==> src/verilog/gp_map.svh <==
// Register indices, bit masks, reset values and config fields for the
// three general-purpose ports. Assumes APB byte address = index * 4.
//
// What this block does
// RL1 - Unimplemented bits read zero and ignore writes.
// RL2 - Port C bits 4 and 2 exist only on the 100-pin variant.
// RL3 - Port C bits 3,1 and port D bits 15:12 absent on 64-pin variant.
// RL4 - Port C pin bits 12 and 15 read zero unless oscillator mode 11/00.
// RL5 - Port C pin bit 15 also needs the oscillator-output-as-io bit set.
// RL6 - Reset sets implemented direction bits; open-drain selects clear.
// RL7 - Pin read and latch registers reset to zero.
// RL8 - Smaller variants hold bits absent in their package at zero.
// RL9 - Port C implements bits 15:12 and 4:1 only, direction at 02D0.
// RL10 - Direction set means input; open-drain drives low only.
`ifndef GP_MAP_SVH
`define GP_MAP_SVH

// Register indices
`define GP_IDX_C_DIR 12'h02D0
`define GP_IDX_C_PIN 12'h02D2
`define GP_IDX_C_LAT 12'h02D4
`define GP_IDX_C_OD 12'h02D6
`define GP_IDX_D_DIR 12'h02D8
`define GP_IDX_D_PIN 12'h02DA
`define GP_IDX_D_LAT 12'h02DC
`define GP_IDX_D_OD 12'h02DE
`define GP_IDX_E_DIR 12'h02E0
`define GP_IDX_E_PIN 12'h02E2
`define GP_IDX_E_LAT 12'h02E4
`define GP_IDX_E_OD 12'h02E6
`define GP_IDX_CFG 12'h02FA

// Implemented bits on the largest package
`define GP_MASK_C 16'hF01E
`define GP_MASK_D 16'hFFFF
`define GP_MASK_E 16'h03FF
`define GP_C_ONLY_100 16'h0014
`define GP_C_NOT_64 16'h000A
`define GP_D_NOT_64 16'hF000
`define GP_C_OSC_BITS 16'h9000
`define GP_C_BIT15 16'h8000

// Reset values
`define GP_RST_OD 16'h0000
`define GP_RST_LAT 16'h0000
`define GP_RST_WORD 32'h0000_0000
`define GP_ZERO16 16'h0000

// Config register fields and reset
`define GP_CFG_VAR_LSB 0
`define GP_CFG_POSC_LSB 2
`define GP_CFG_OSCIO_BIT 4
`define GP_CFG_RST 5'h1F
`define GP_POSC_OFF 2'h3
`define GP_POSC_EXT_CLK 2'h0

`endif

==> src/verilog/gp_pkg.sv <==
// Types and shared helpers for the general-purpose port block.
// Assumes gp_map.svh is on the include path.
`include "gp_map.svh"

package gp_pkg;

	typedef enum logic [1:0] {
		GP_PKG_64 = 2'b00,
		GP_PKG_80 = 2'b01,
		GP_PKG_100 = 2'b11
	} gp_variant_type;

	typedef enum logic [1:0] {
		GP_ST_IDLE = 2'b00,
		GP_ST_ACCESS = 2'b01
	} gp_state_type;

	typedef struct packed {
		logic [15:0] dir;
		logic [15:0] lat;
		logic [15:0] od;
	} gp_regs_type;

	// Low bits first: variant [1:0], oscillator mode [3:2], osc-io [4]
	typedef struct packed {
		logic oscio;
		logic [1:0] posc;
		gp_variant_type variant;
	} gp_cfg_type;

	typedef logic [2:0][15:0] gp_pins_type;

	// Implemented bits of port p (0=C, 1=D, 2=E) for a package variant
	function automatic logic [15:0] gp_impl_mask(input int p,
			input gp_variant_type v);
		logic [15:0] m;
		m = (p == 0) ? `GP_MASK_C : (p == 1) ? `GP_MASK_D : `GP_MASK_E;
		if (p == 0 && v != GP_PKG_100) begin
			m = m & ~`GP_C_ONLY_100; // [RL2]
		end
		// Each port loses only its own absent bits
		if (p == 0 && v == GP_PKG_64) begin
			m = m & ~`GP_C_NOT_64; // [RL3]
		end
		if (p == 1 && v == GP_PKG_64) begin
			m = m & ~`GP_D_NOT_64; // [RL3]
		end
		if (p == 2) begin
			m = m & `GP_MASK_E;
		end
		return m;
	endfunction : gp_impl_mask

	// Byte-lane merge of a 16-bit register
	function automatic logic [15:0] gp_merge(input logic [15:0] old,
			input logic [15:0] wd, input logic [1:0] be);
		logic [15:0] bm;
		bm = {{8{be[1]}}, {8{be[0]}}};
		return (old & ~bm) | (wd & bm);
	endfunction : gp_merge

endpackage : gp_pkg

==> src/verilog/gp_bank.sv <==
// Direction, latch and open-drain registers of one port.
// Assumes write strobes are single-cycle and the mask is current.
`timescale 1ns/100ps
`include "gp_map.svh"

module gp_bank #(
	parameter logic [15:0] DIR_RST = 16'hFFFF
) (
	// Clock and reset
	input wire logic sys_clk_i,
	input wire logic rst_i,
	// Write side
	input wire logic wr_dir_i,
	input wire logic wr_lat_i,
	input wire logic wr_od_i,
	input wire logic [15:0] wdata_i,
	input wire logic [1:0] be_i,
	input wire logic [15:0] mask_i,
	// State
	output gp_pkg::gp_regs_type regs_o
);

	gp_pkg::gp_regs_type regs_r;
	gp_pkg::gp_regs_type regs_nxt;

	always_comb begin
		regs_nxt = regs_r;
		if (wr_dir_i) begin
			regs_nxt.dir = gp_pkg::gp_merge(regs_r.dir, wdata_i, be_i);
		end
		if (wr_lat_i) begin
			regs_nxt.lat = gp_pkg::gp_merge(regs_r.lat, wdata_i, be_i);
		end
		if (wr_od_i) begin
			regs_nxt.od = gp_pkg::gp_merge(regs_r.od, wdata_i, be_i);
		end
		// Absent bits forced low every cycle, so a variant change clears them
		regs_nxt.dir = regs_nxt.dir & mask_i; // [RL1] [RL8]
		regs_nxt.lat = regs_nxt.lat & mask_i; // [RL1] [RL8]
		regs_nxt.od = regs_nxt.od & mask_i; // [RL1] [RL8]
	end

	always_ff @(posedge sys_clk_i) begin
		if (rst_i) begin
			regs_r.dir <= DIR_RST; // [RL6]
			regs_r.lat <= `GP_RST_LAT; // [RL7]
			regs_r.od <= `GP_RST_OD; // [RL6]
		end else begin
			regs_r <= regs_nxt;
		end
	end

	assign regs_o = regs_r;

endmodule : gp_bank

==> src/verilog/gp_pad.sv <==
// Pin drive and sampling for one 16-bit port.
// Assumes pin inputs are synchronous to sys_clk_i.
`timescale 1ns/100ps
`include "gp_map.svh"

module gp_pad (
	// Clock and reset
	input wire logic sys_clk_i,
	input wire logic rst_i,
	// Register side
	input gp_pkg::gp_regs_type regs_i,
	input wire logic [15:0] mask_i,
	output logic [15:0] level_o,
	// Pins
	input wire logic [15:0] pin_i,
	output logic [15:0] pin_o,
	output logic [15:0] pin_oe_o
);

	logic [15:0] out_r;
	logic [15:0] out_nxt;
	logic [15:0] oe_r;
	logic [15:0] oe_nxt;
	logic [15:0] level_r;
	logic [15:0] level_nxt;

	always_comb begin
		out_nxt = regs_i.lat & ~regs_i.od; // [RL10]
		// Open-drain releases the pin when the latch is high
		oe_nxt = mask_i & ~regs_i.dir & (~regs_i.od | ~regs_i.lat); // [RL10]
		level_nxt = pin_i & mask_i; // [RL10]
	end

	always_ff @(posedge sys_clk_i) begin
		if (rst_i) begin
			out_r <= `GP_ZERO16;
			oe_r <= `GP_ZERO16;
			level_r <= `GP_ZERO16;
		end else begin
			out_r <= out_nxt;
			oe_r <= oe_nxt;
			level_r <= level_nxt;
		end
	end

	assign pin_o = out_r;
	assign pin_oe_o = oe_r;
	assign level_o = level_r;

endmodule : gp_pad

==> src/verilog/gp_ports.sv <==
// Top of the port C/D/E block: APB slave, decode, config, read mux.
// Assumes an APB master on sys_clk_i and board pins synchronous to it.
//
// Register access over APB is this design's own decision.
`timescale 1ns/100ps
`include "gp_map.svh"

module gp_ports (
	// Clock and reset
	input wire logic sys_clk_i,
	input wire logic rst_i,
	// APB slave
	input wire logic psel_i,
	input wire logic penable_i,
	input wire logic pwrite_i,
	input wire logic [13:0] paddr_i,
	input wire logic [31:0] pwdata_i,
	input wire logic [3:0] pstrb_i,
	output logic [31:0] prdata_o,
	output logic pready_o,
	output logic pslverr_o,
	// Pins, index 0 = C, 1 = D, 2 = E
	input gp_pkg::gp_pins_type pin_i,
	output gp_pkg::gp_pins_type pin_o,
	output gp_pkg::gp_pins_type pin_oe_o
);

	// Bus state
	gp_pkg::gp_state_type state_r;
	gp_pkg::gp_state_type state_nxt;
	logic [31:0] prdata_r;
	logic [31:0] prdata_nxt;
	logic pready_r;
	logic pready_nxt;
	logic pslverr_r;
	logic pslverr_nxt;

	// Config state
	gp_pkg::gp_cfg_type cfg_r;
	gp_pkg::gp_cfg_type cfg_nxt;

	// Decode
	logic [11:0] idx;
	logic setup;
	logic commit;
	logic hit;
	logic [2:0] wr_dir;
	logic [2:0] wr_lat;
	logic [2:0] wr_od;
	logic wr_cfg;
	logic [15:0] rd_word;

	// Per port
	gp_pkg::gp_regs_type regs [3];
	logic [15:0] level [3];
	logic [15:0] mask [3];
	logic [15:0] pin_read [3];
	logic [15:0] c_osc_mask;

	assign idx = paddr_i[13:2];
	assign setup = psel_i && !penable_i;
	// Writes land only on the edge that completes the access
	assign commit = psel_i && penable_i && pready_r && pwrite_i;

	always_comb begin
		for (int p = 0; p < 3; p++) begin
			mask[p] = gp_pkg::gp_impl_mask(p, cfg_r.variant); // [RL9]
		end
	end

	// Port C pin reads of bits 12/15 vanish while the oscillator owns them
	always_comb begin
		c_osc_mask = `GP_MASK_C;
		if (cfg_r.posc != `GP_POSC_OFF &&
				cfg_r.posc != `GP_POSC_EXT_CLK) begin
			c_osc_mask = c_osc_mask & ~`GP_C_OSC_BITS; // [RL4]
		end
		if (!cfg_r.oscio) begin
			c_osc_mask = c_osc_mask & ~`GP_C_BIT15; // [RL5]
		end
	end

	always_comb begin
		for (int p = 0; p < 3; p++) begin
			pin_read[p] = level[p] & mask[p]; // [RL1]
		end
		pin_read[0] = pin_read[0] & c_osc_mask; // [RL4] [RL5]
	end

	// Write decode
	always_comb begin
		wr_dir = 3'b000;
		wr_lat = 3'b000;
		wr_od = 3'b000;
		wr_cfg = 1'b0;
		if (commit && paddr_i[1:0] == 2'b00) begin
			case (idx)
				`GP_IDX_C_DIR: begin
					wr_dir[0] = 1'b1;
				end
				`GP_IDX_C_PIN: begin
					wr_lat[0] = 1'b1;
				end
				`GP_IDX_C_LAT: begin
					wr_lat[0] = 1'b1;
				end
				`GP_IDX_C_OD: begin
					wr_od[0] = 1'b1;
				end
				`GP_IDX_D_DIR: begin
					wr_dir[1] = 1'b1;
				end
				`GP_IDX_D_PIN: begin
					wr_lat[1] = 1'b1;
				end
				`GP_IDX_D_LAT: begin
					wr_lat[1] = 1'b1;
				end
				`GP_IDX_D_OD: begin
					wr_od[1] = 1'b1;
				end
				`GP_IDX_E_DIR: begin
					wr_dir[2] = 1'b1;
				end
				`GP_IDX_E_PIN: begin
					wr_lat[2] = 1'b1;
				end
				`GP_IDX_E_LAT: begin
					wr_lat[2] = 1'b1;
				end
				`GP_IDX_E_OD: begin
					wr_od[2] = 1'b1;
				end
				`GP_IDX_CFG: begin
					wr_cfg = 1'b1;
				end
				default: begin
					wr_cfg = 1'b0;
				end
			endcase
		end
	end

	// Read mux and address check
	always_comb begin
		rd_word = `GP_ZERO16;
		hit = 1'b1;
		case (idx)
			`GP_IDX_C_DIR: begin
				rd_word = regs[0].dir;
			end
			`GP_IDX_C_PIN: begin
				rd_word = pin_read[0];
			end
			`GP_IDX_C_LAT: begin
				rd_word = regs[0].lat;
			end
			`GP_IDX_C_OD: begin
				rd_word = regs[0].od;
			end
			`GP_IDX_D_DIR: begin
				rd_word = regs[1].dir;
			end
			`GP_IDX_D_PIN: begin
				rd_word = pin_read[1];
			end
			`GP_IDX_D_LAT: begin
				rd_word = regs[1].lat;
			end
			`GP_IDX_D_OD: begin
				rd_word = regs[1].od;
			end
			`GP_IDX_E_DIR: begin
				rd_word = regs[2].dir;
			end
			`GP_IDX_E_PIN: begin
				rd_word = pin_read[2];
			end
			`GP_IDX_E_LAT: begin
				rd_word = regs[2].lat;
			end
			`GP_IDX_E_OD: begin
				rd_word = regs[2].od;
			end
			`GP_IDX_CFG: begin
				rd_word = {11'h000, cfg_r};
			end
			default: begin
				hit = 1'b0;
			end
		endcase
		if (paddr_i[1:0] != 2'b00) begin
			hit = 1'b0;
		end
	end

	// Zero-wait slave: answer is prepared in the setup cycle
	always_comb begin
		state_nxt = gp_pkg::GP_ST_IDLE;
		prdata_nxt = `GP_RST_WORD;
		pready_nxt = 1'b0;
		pslverr_nxt = 1'b0;
		case (state_r)
			gp_pkg::GP_ST_IDLE,
			gp_pkg::GP_ST_ACCESS: begin
				if (setup) begin
					state_nxt = gp_pkg::GP_ST_ACCESS;
					pready_nxt = 1'b1;
					pslverr_nxt = !hit;
					if (!pwrite_i && hit) begin
						prdata_nxt = {16'h0000, rd_word}; // [RL1]
					end
				end
			end
			default: begin
				state_nxt = gp_pkg::GP_ST_IDLE;
			end
		endcase
	end

	// Config register; bits above the fields read zero
	always_comb begin
		cfg_nxt = cfg_r;
		if (wr_cfg && pstrb_i[0]) begin
			cfg_nxt = pwdata_i[4:0];
		end
		// Encoding 10 is not a package; keep the old variant
		if (cfg_nxt.variant != gp_pkg::GP_PKG_64 &&
				cfg_nxt.variant != gp_pkg::GP_PKG_80 &&
				cfg_nxt.variant != gp_pkg::GP_PKG_100) begin
			cfg_nxt.variant = cfg_r.variant;
		end
	end

	always_ff @(posedge sys_clk_i) begin
		if (rst_i) begin
			state_r <= gp_pkg::GP_ST_IDLE;
			prdata_r <= `GP_RST_WORD;
			pready_r <= 1'b0;
			pslverr_r <= 1'b0;
			cfg_r <= `GP_CFG_RST;
		end else begin
			state_r <= state_nxt;
			prdata_r <= prdata_nxt;
			pready_r <= pready_nxt;
			pslverr_r <= pslverr_nxt;
			cfg_r <= cfg_nxt;
		end
	end

	// Unused upper byte lanes are ignored; registers are 16 bits
	for (genvar p = 0; p < 3; p++) begin : g_port
		localparam logic [15:0] DIR_RST =
				(p == 0) ? `GP_MASK_C : (p == 1) ? `GP_MASK_D : `GP_MASK_E;

		gp_bank #(
			.DIR_RST(DIR_RST)
		) u_bank (
			.sys_clk_i(sys_clk_i),
			.rst_i(rst_i),
			.wr_dir_i(wr_dir[p]),
			.wr_lat_i(wr_lat[p]),
			.wr_od_i(wr_od[p]),
			.wdata_i(pwdata_i[15:0]),
			.be_i(pstrb_i[1:0]),
			.mask_i(mask[p]),
			.regs_o(regs[p])
		);

		gp_pad u_pad (
			.sys_clk_i(sys_clk_i),
			.rst_i(rst_i),
			.regs_i(regs[p]),
			.mask_i(mask[p]),
			.level_o(level[p]),
			.pin_i(pin_i[p]),
			.pin_o(pin_o[p]),
			.pin_oe_o(pin_oe_o[p])
		);
	end

	assign prdata_o = prdata_r;
	assign pready_o = pready_r;
	assign pslverr_o = pslverr_r;

endmodule : gp_ports
==> config.mk <==
export PLATFORM = sky130hd
export DESIGN_NAME = gp_ports
export DESIGN_NICKNAME = d
export VERILOG_FILES = /design/src/verilog/gp_pkg.sv /design/src/verilog/gp_bank.sv /design/src/verilog/gp_pad.sv /design/src/verilog/gp_ports.sv
export VERILOG_INCLUDE_DIRS = /design/src /design/src/verilog
export SDC_FILE = /design/constraint.sdc
export NUM_CORES = 1
export LEC_CHECK = 0
export BUFFER_PORTS_ARGS = -buffer_cell sky130_fd_sc_hd__buf_4
export CORE_AREA = 4 4 148 150
export CTS_CLUSTER_DIAMETER = 40
export DETAILED_ROUTE_END_ITERATION = 16
export DIE_AREA = 0 0 152 154
export GPL_TIMING_DRIVEN = 0
export PLACE_DENSITY = 0.69
export SLEW_MARGIN = 0
export SYNTH_ARGS = -nofsm -noshare
export SYNTH_HDL_FRONTEND = slang
export SYNTH_SLANG_ARGS = --single-unit
==> constraint.sdc <==
create_clock -name sys_clk_i -period 3.8 [get_ports sys_clk_i]
set_clock_uncertainty 0.1 [all_clocks]
set_input_delay 0.38 -clock sys_clk_i [delete_from_list [all_inputs] [get_ports sys_clk_i]]
set_output_delay 0.38 -clock sys_clk_i [all_outputs]
set_load 0.02 [all_outputs]
==> results of run 1 <==
-- repair_timing --
action	CTS	global route
setup buffers	0	0
hold buffers	37	1
hold endpoints to repair	38	1
-- per-layer routing --
metal | track usage, % | vias to the layer above
li1 | - | 3637
met1 | 32.9 | 3666
met2 | 39.3 | 371
met3 | 4.64 | 65
met4 | 7.45 | 2
met5 | 0 | -
-- final cells by class --
type / count / area (sq um) / share of cell area [%]
antenna: 2 / 5.00 / 0.0411
buffer: 106 / 628 / 5.15
clock buffer: 37 / 818 / 6.72
clock inverter: 20 / 233 / 1.91
inverter: 6 / 22.5 / 0.185
multi-input combinational: 606 / 4120 / 33.8
sequential: 227 / 4540 / 37.3
tap: 275 / 344 / 2.82
timing repair buffer: 183 / 1470 / 12.1
-- cells by family after synthesis --
group                  after synthesis
other                                1
AO/OA/AOI/OAI                      149
flip-flops                         227
multiplexers                       100
AND/OR/NAND/NOR                    311
buffers and inverters              112
XOR/XNOR                             2
-- final timing paths --
path,startpoint,endpoint,cells after the start
worst max-delay path,penable_i,flop,8
worst min-delay path,pwdata_i[8],flop,2
worst max register to register,state_r[0],flop,6
worst min register to register,g_port[0].u_bank.regs_o[35],g_port[0].u_pad.pin_oe_o[3],1
-- through the flow --
step / instance area [sq um] / utilization (%) / setup WS (ns) / total power, mW
5_1_grt: 12200 / 58.9 / 1.23 / 5.82
4_1_cts: 12200 / 58.8 / 1.39 / 5.66
6_report: 12200 / 58.9 / 1.31 / 5.65
2_1_floorplan: 9320 / - / 1.77 / 2.65
3_3_place_gp: 10700 / 52.0 / 1.00 / 2.78
3_5_place_dp: 10700 / 52.0 / 0.992 / 2.78
-- critical path, delay by kind of cell --
family,cells,cell delay (ns)
buffers and inverters,3,1.21
multiplexers,1,0.27
AND/OR/NAND/NOR,4,0.92
-- cells in the final DEF, fill, tap and decap left out, types with 14 or more instances in the layout --
master,synthesis,final
dfxtp_1,227,227
buf_4,50,195
nor2_1,90,90
mux2i_1,90,90
nor2b_1,49,49
conb_1,1,44
nand2_1,39,39
clkbuf_1,35,39
nor3b_1,39,39
dlygate4sd3_1,0,38
a211oi_1,34,34
clkbuf_16,0,31
a21oi_1,22,22
a211o_1,17,17
buf_2,16,16
a22oi_1,15,15
o21ai_0,14,14
-- power breakdown --
| group | switching (mW) | internal [mW] |
|---|---|---|
| registers | 0.00876 | 2.40 |
| clock network | 1.16 | 1.72 |
| logic | 0.211 | 0.149 |
==> metrics.txt, run 1 <==
# resized after CTS=0; Worst path max stage delay=0.58 ns; # clock sinks=227; cells along the critical path=dlygate4sd3_1, buf_4, and4_1, and3_1, buf_1, nand3_2, mux2i_1, nor2_1; syn_area_per_cell=10.1 sq um; share of cells above drive strength 1=25.5%; Worst Setup End Kind=flop; unrepaired setup endpoints after global routing=no; via/cell ratio=5.29; R2R setup slack=1.45 ns; nets=1264; post-route ant nets=0; Leak Pwr=5.19 nW; Remaining Overflow, GRT=0; startpoint types=input port; met3 wire length=2530 microns; top routing layer in use=met5; min-delay worst type=input port to flop; I/O Buffers=145; Crit path arrival time=2.79 ns; Mapped Area=0.00916 sq mm; met1 wire length=12700 microns; synth top area cells=dfxtp_1 (50%), mux2i_1 (9.8%), buf_4 (4.1%); fin. max-slew vios=0; Synth Instances=902; GPL Wtd Cong=0.938; Required @ worst endpoint=4.09 ns; largest family of logic cells by synthesized area=simple AND/OR/NAND/NOR gates; first-pass GRT wire length=45100 microns; die width=152 microns; Hold Vio Cnt, Final=0; Hold Worst Slack=0.0151 ns; Ys Warns=0; H-Tree Depth=1; fin crit period=2.49 ns; met2 wire length=13400 microns; Placed Instances=1365; pwr dens=464 mW/mm^2; 1st-pass router iterations=7; vias in the first global route=7887; Final setup viols=0; flops & latches, synth=227; setup_tns=0 ns; dominant synthesized flop cell=dfxtp_1; DIE AREA=0.0234 sq mm; Max Root-Sink Buffers=3; Slew headroom=26.0%; simple-gate share of the synthesized area=19.6%; Reg clk slew, reported paths=0.06 ns; Worst-Skew Late Latency=0.54 ns; Compound-Gate Fraction of Synth Area=12.0%; share of the synthesized area in the top cell type=49.6%; number of fill cells=1835; clk root buf=clkbuf_16; Wirelength per Cell=20.1 microns; via count=7741; Synth top cells by count=dfxtp_1 (227), mux2i_1 (90), nor2_1 (90); Die Y=154 microns; antenna violations before repair=2; total track usage=24.2%; area grow syn2layout=33.1%; area leader, netlist=dfxtp_1; initial core utilization=44.2%; DRC errors left=0; Post-Synth Adder-Cell Area=0%; Worst Tran Pin Value=1.10 ns; maximum VDD drop=0.000332 V; fin crit share=65.7%; largest net degree at the start of global routing=16; Post-synth EDFFs=0; CTS tree=done; Finished Layout Cells=1462; TritonCTS Buffers=31; achievable frequency=401 MHz; Max Cap Viol=0; multiplexer area fraction after synthesis=11.4%; Critical-path top delay cell=buf_1; core footprint=0.0207 sq mm; Detailed Route WL=29400 microns; I/O pin total=233; most common cell in the synthesized netlist=dfxtp_1; post-detail-place hpwl=21200 microns; Post-Synth XOR/XNOR Area=0.191%; starting DRC count in detailed routing=801; outcome=finished clean; # rows=53; asr flop ratio synth=0%; Unique masters post-synth=62; sequential area share after synthesis=49.6%; WS Path Type=input port to flop; critical path peak fanout=10
Note: power is estimated with default switching activity, not from simulation.
==> run 2: changes to the inputs <==
--- a/config.mk
+++ b/config.mk
@@ -6,11 +6,12 @@
 export SDC_FILE = /design/constraint.sdc
 export NUM_CORES = 1
 export LEC_CHECK = 0
+export ABC_AREA = 1
 export BUFFER_PORTS_ARGS = -buffer_cell sky130_fd_sc_hd__buf_4
-export CORE_AREA = 4 4 148 150
+export CORE_AREA = 4 4 147 149
 export CTS_CLUSTER_DIAMETER = 40
 export DETAILED_ROUTE_END_ITERATION = 16
-export DIE_AREA = 0 0 152 154
+export DIE_AREA = 0 0 151 153
 export GPL_TIMING_DRIVEN = 0
 export PLACE_DENSITY = 0.69
 export SLEW_MARGIN = 0
==> constraint.sdc (replaced) <==
create_clock -name sys_clk_i -period 2.55 [get_ports sys_clk_i]
set_clock_uncertainty 0.1 [all_clocks]
set_input_delay 0.255 -clock sys_clk_i [delete_from_list [all_inputs] [get_ports sys_clk_i]]
set_output_delay 0.255 -clock sys_clk_i [all_outputs]
set_load 0.02 [all_outputs]
==> run 2 against run 1 <==
Sequential power up 49%. Die area down 1.3%. Setup slack worse by 1.0 ns. Clock power up 44%. Sequential cell count unchanged. Register-to-register slack worse by 1.1 ns. Critical path type unchanged. Largest power group unchanged. Highest routed layer is now met4.
==> metrics.txt, run 2 <==
outcome=finished clean; CTS tree=done; Synth top cells by count=nand2_1 (235), dfxtp_1 (227), nor2_1 (152); core footprint=0.0202 sq mm; simple-gate share of the synthesized area=24.7%; fin crit share=88.7%; Placed Instances=1657; largest family of logic cells by synthesized area=simple AND/OR/NAND/NOR gates; Post-DP Area=0.0107 sq mm; worst reg2reg path depth=10; multiplexer area fraction after synthesis=0%; grt met2 use=40.0%; startpoint types=input port; most common cell in the synthesized netlist=nand2_1; Detailed Route WL=29800 microns; Hold Crit Depth=3; initial core utilization=44.7%; Slew headroom=40.8%; via/cell ratio=5.01; DRC errors left=0; layer carrying the most global-route usage=met2; Reg clk slew, reported paths=0.06 ns; die width=151 microns; most frequent cells in the layout=nand2_1 (235), dfxtp_1 (227), buf_4 (200); Remaining Overflow, GRT=0; I/O pin total=233; proportion of power drawn by combinational gates=5.8%; Worst Setup End Kind=flop; Required @ worst endpoint=2.88 ns; achievable frequency=442 MHz; Post-synth EDFFs=0; unrepaired setup endpoints after global routing=no; Worst Tran Pin Value=0.888 ns; Mapped Area=0.00902 sq mm; post-route ant nets=0; pwr dens=673 mW/mm^2; setup_tns=0 ns; asr flop ratio synth=0%; clk root buf=clkbuf_16; fin crit period=2.26 ns; dominant synthesized flop cell=dfxtp_1; clock power share=50.6%; synth top area cells=dfxtp_1 (50%), nand2_1 (9.8%), nor2_1 (6.3%); starting DRC count in detailed routing=701; GR Util met1=33.3%; TritonCTS Buffers=29; global routing usage on met3=5.15%; Worst-Skew Late Latency=0.54 ns; Net Switching=1.88 mW; R2R setup slack=0.35 ns; Internal=6.35 mW; Post-Synth Adder-Cell Area=0%; Max Cap Viol=0; vias in the first global route=8561; # clock sinks=227; min-delay worst type=input port to flop; nets=1575; post-detail-place hpwl=21600 microns; Post-Synth XOR/XNOR Area=0.0971%; Synth Instances=1190; first-pass GRT wire length=45600 microns; # rows=52; total track usage=25.2%; H-Tree Depth=1; Ys Warns=0; via count=8848; 1st-pass router iterations=5; Final setup viols=0; sequential power share=43.6%; antenna violations before repair=0; share of cells above drive strength 1=20.3%; share of the synthesized area in the top cell type=50.4%; Hold Vio Cnt, Final=0; Crit path arrival time=2.59 ns; largest net degree at the start of global routing=15; WS Path Type=input port to flop; Unique masters post-synth=29; GPL Wtd Cong=0.951; Compound-Gate Fraction of Synth Area=13.0%; area grow syn2layout=35.5%; fin util=60.6%; critical path peak fanout=10; Wirelength per Cell=16.9 microns; Leak Pwr=5.89 nW; DIE AREA=0.0231 sq mm; diode count=0; Finished Cell Area=0.0122 sq mm; fin. max-slew vios=0; flops & latches, synth=227; maximum VDD drop=0.000511 V; Sw Share=22.8%; Finished Layout Cells=1765; commonest non-fill, non-tap cell in the layout=nand2_1; syn_area_per_cell=7.58 sq um; Max Root-Sink Buffers=3; sequential area share after synthesis=50.4%; Overall Power=8.23 mW; I/O Buffers=154; Die Y=153 microns; area leader, netlist=dfxtp_1
[run 2: changes by cell type after synthesis, moves of 54 or more]
cell,delta
nand2_1,+196
a21oi_1,+54
o21ai_0,+68
mux2i_1,-90
inv_1,+135
nor2_1,+62
[run 2: path summary, 6_finish.rpt]
kind                                  from                         to
worst min-delay path            pstrb_i[1]                       flop
worst max-delay path            paddr_i[0]                       flop
worst min register to register        flop  g_port[1].u_pad.pin_o[10]
worst max register to register  state_r[0]                       flop
[run 2: cell families (layout without fill, tap and decap cells)]
| family | Yosys count | after routing |
|---|---|---|
| simple gates | 520 | 520 |
| buf+inv | 232 | 494 |
| flops | 227 | 227 |
| compound gates | 209 | 209 |
| other cells | 1 | 44 |
| xor+xnor | 1 | 1 |
[run 2: per-stage QoR]
step / hold WS [ns] / worst slack (ns)
2_1_floorplan: 0.244 / 0.755
3_3_place_gp: 0.320 / 0.146
3_5_place_dp: 0.317 / 0.180
4_1_cts: 0.000438 / 0.364
5_1_grt: 0.0232 / 0.0673
6_report: 0.0283 / 0.288
[run 2: critical path, stage by stage]
cell	delay [ns]
dlygate4sd3_1	0.53
buf_4	0.13
nor2_1	0.26
nand2_1	0.23
nor2_1	0.23
buf_2	0.29
inv_1	0.06
nor2_1	0.28
inv_1	0.15
nor2_1	0.12
nor2_1	0.05
[run 2: what timing repair did]
action | in CTS | in global routing
endpoints found under the hold margin | 111 | 0
gates resized for setup | 0 | 0
buffers inserted | 0 | 0
hold buffers | 54 | 0
[run 2: layout make-up]
class / instances / area [sq um]
fillers: 1866 / 7950
inverters: 148 / 556
plain buffers: 84 / 510
multi-input cells: 774 / 3570
flip-flops and latches: 227 / 4540
repair buffers: 208 / 1700
clock inverters: 16 / 198
clock buffers: 38 / 810
well taps: 270 / 338
[run 2: power by group through the flow]
stage | sequential (mW) | clock (mW) | combinational (mW)
4_1_cts | 3.59 | 4.22 | 0.470
5_1_grt | 3.59 | 4.36 | 0.516
3_5_place_dp | 3.66 | 0 | 0.403
2_1_floorplan | 3.66 | 0 | 0.229
6_report | 3.59 | 4.16 | 0.479
3_3_place_gp | 3.66 | 0 | 0.400
[run 2: metal layers]
layer | wire length, microns | share of wire (%)
met5 | 0 | 0
met4 | 1250 | 4.2
met2 | 13500 | 45
met1 | 12500 | 42
met3 | 2560 | 8.6
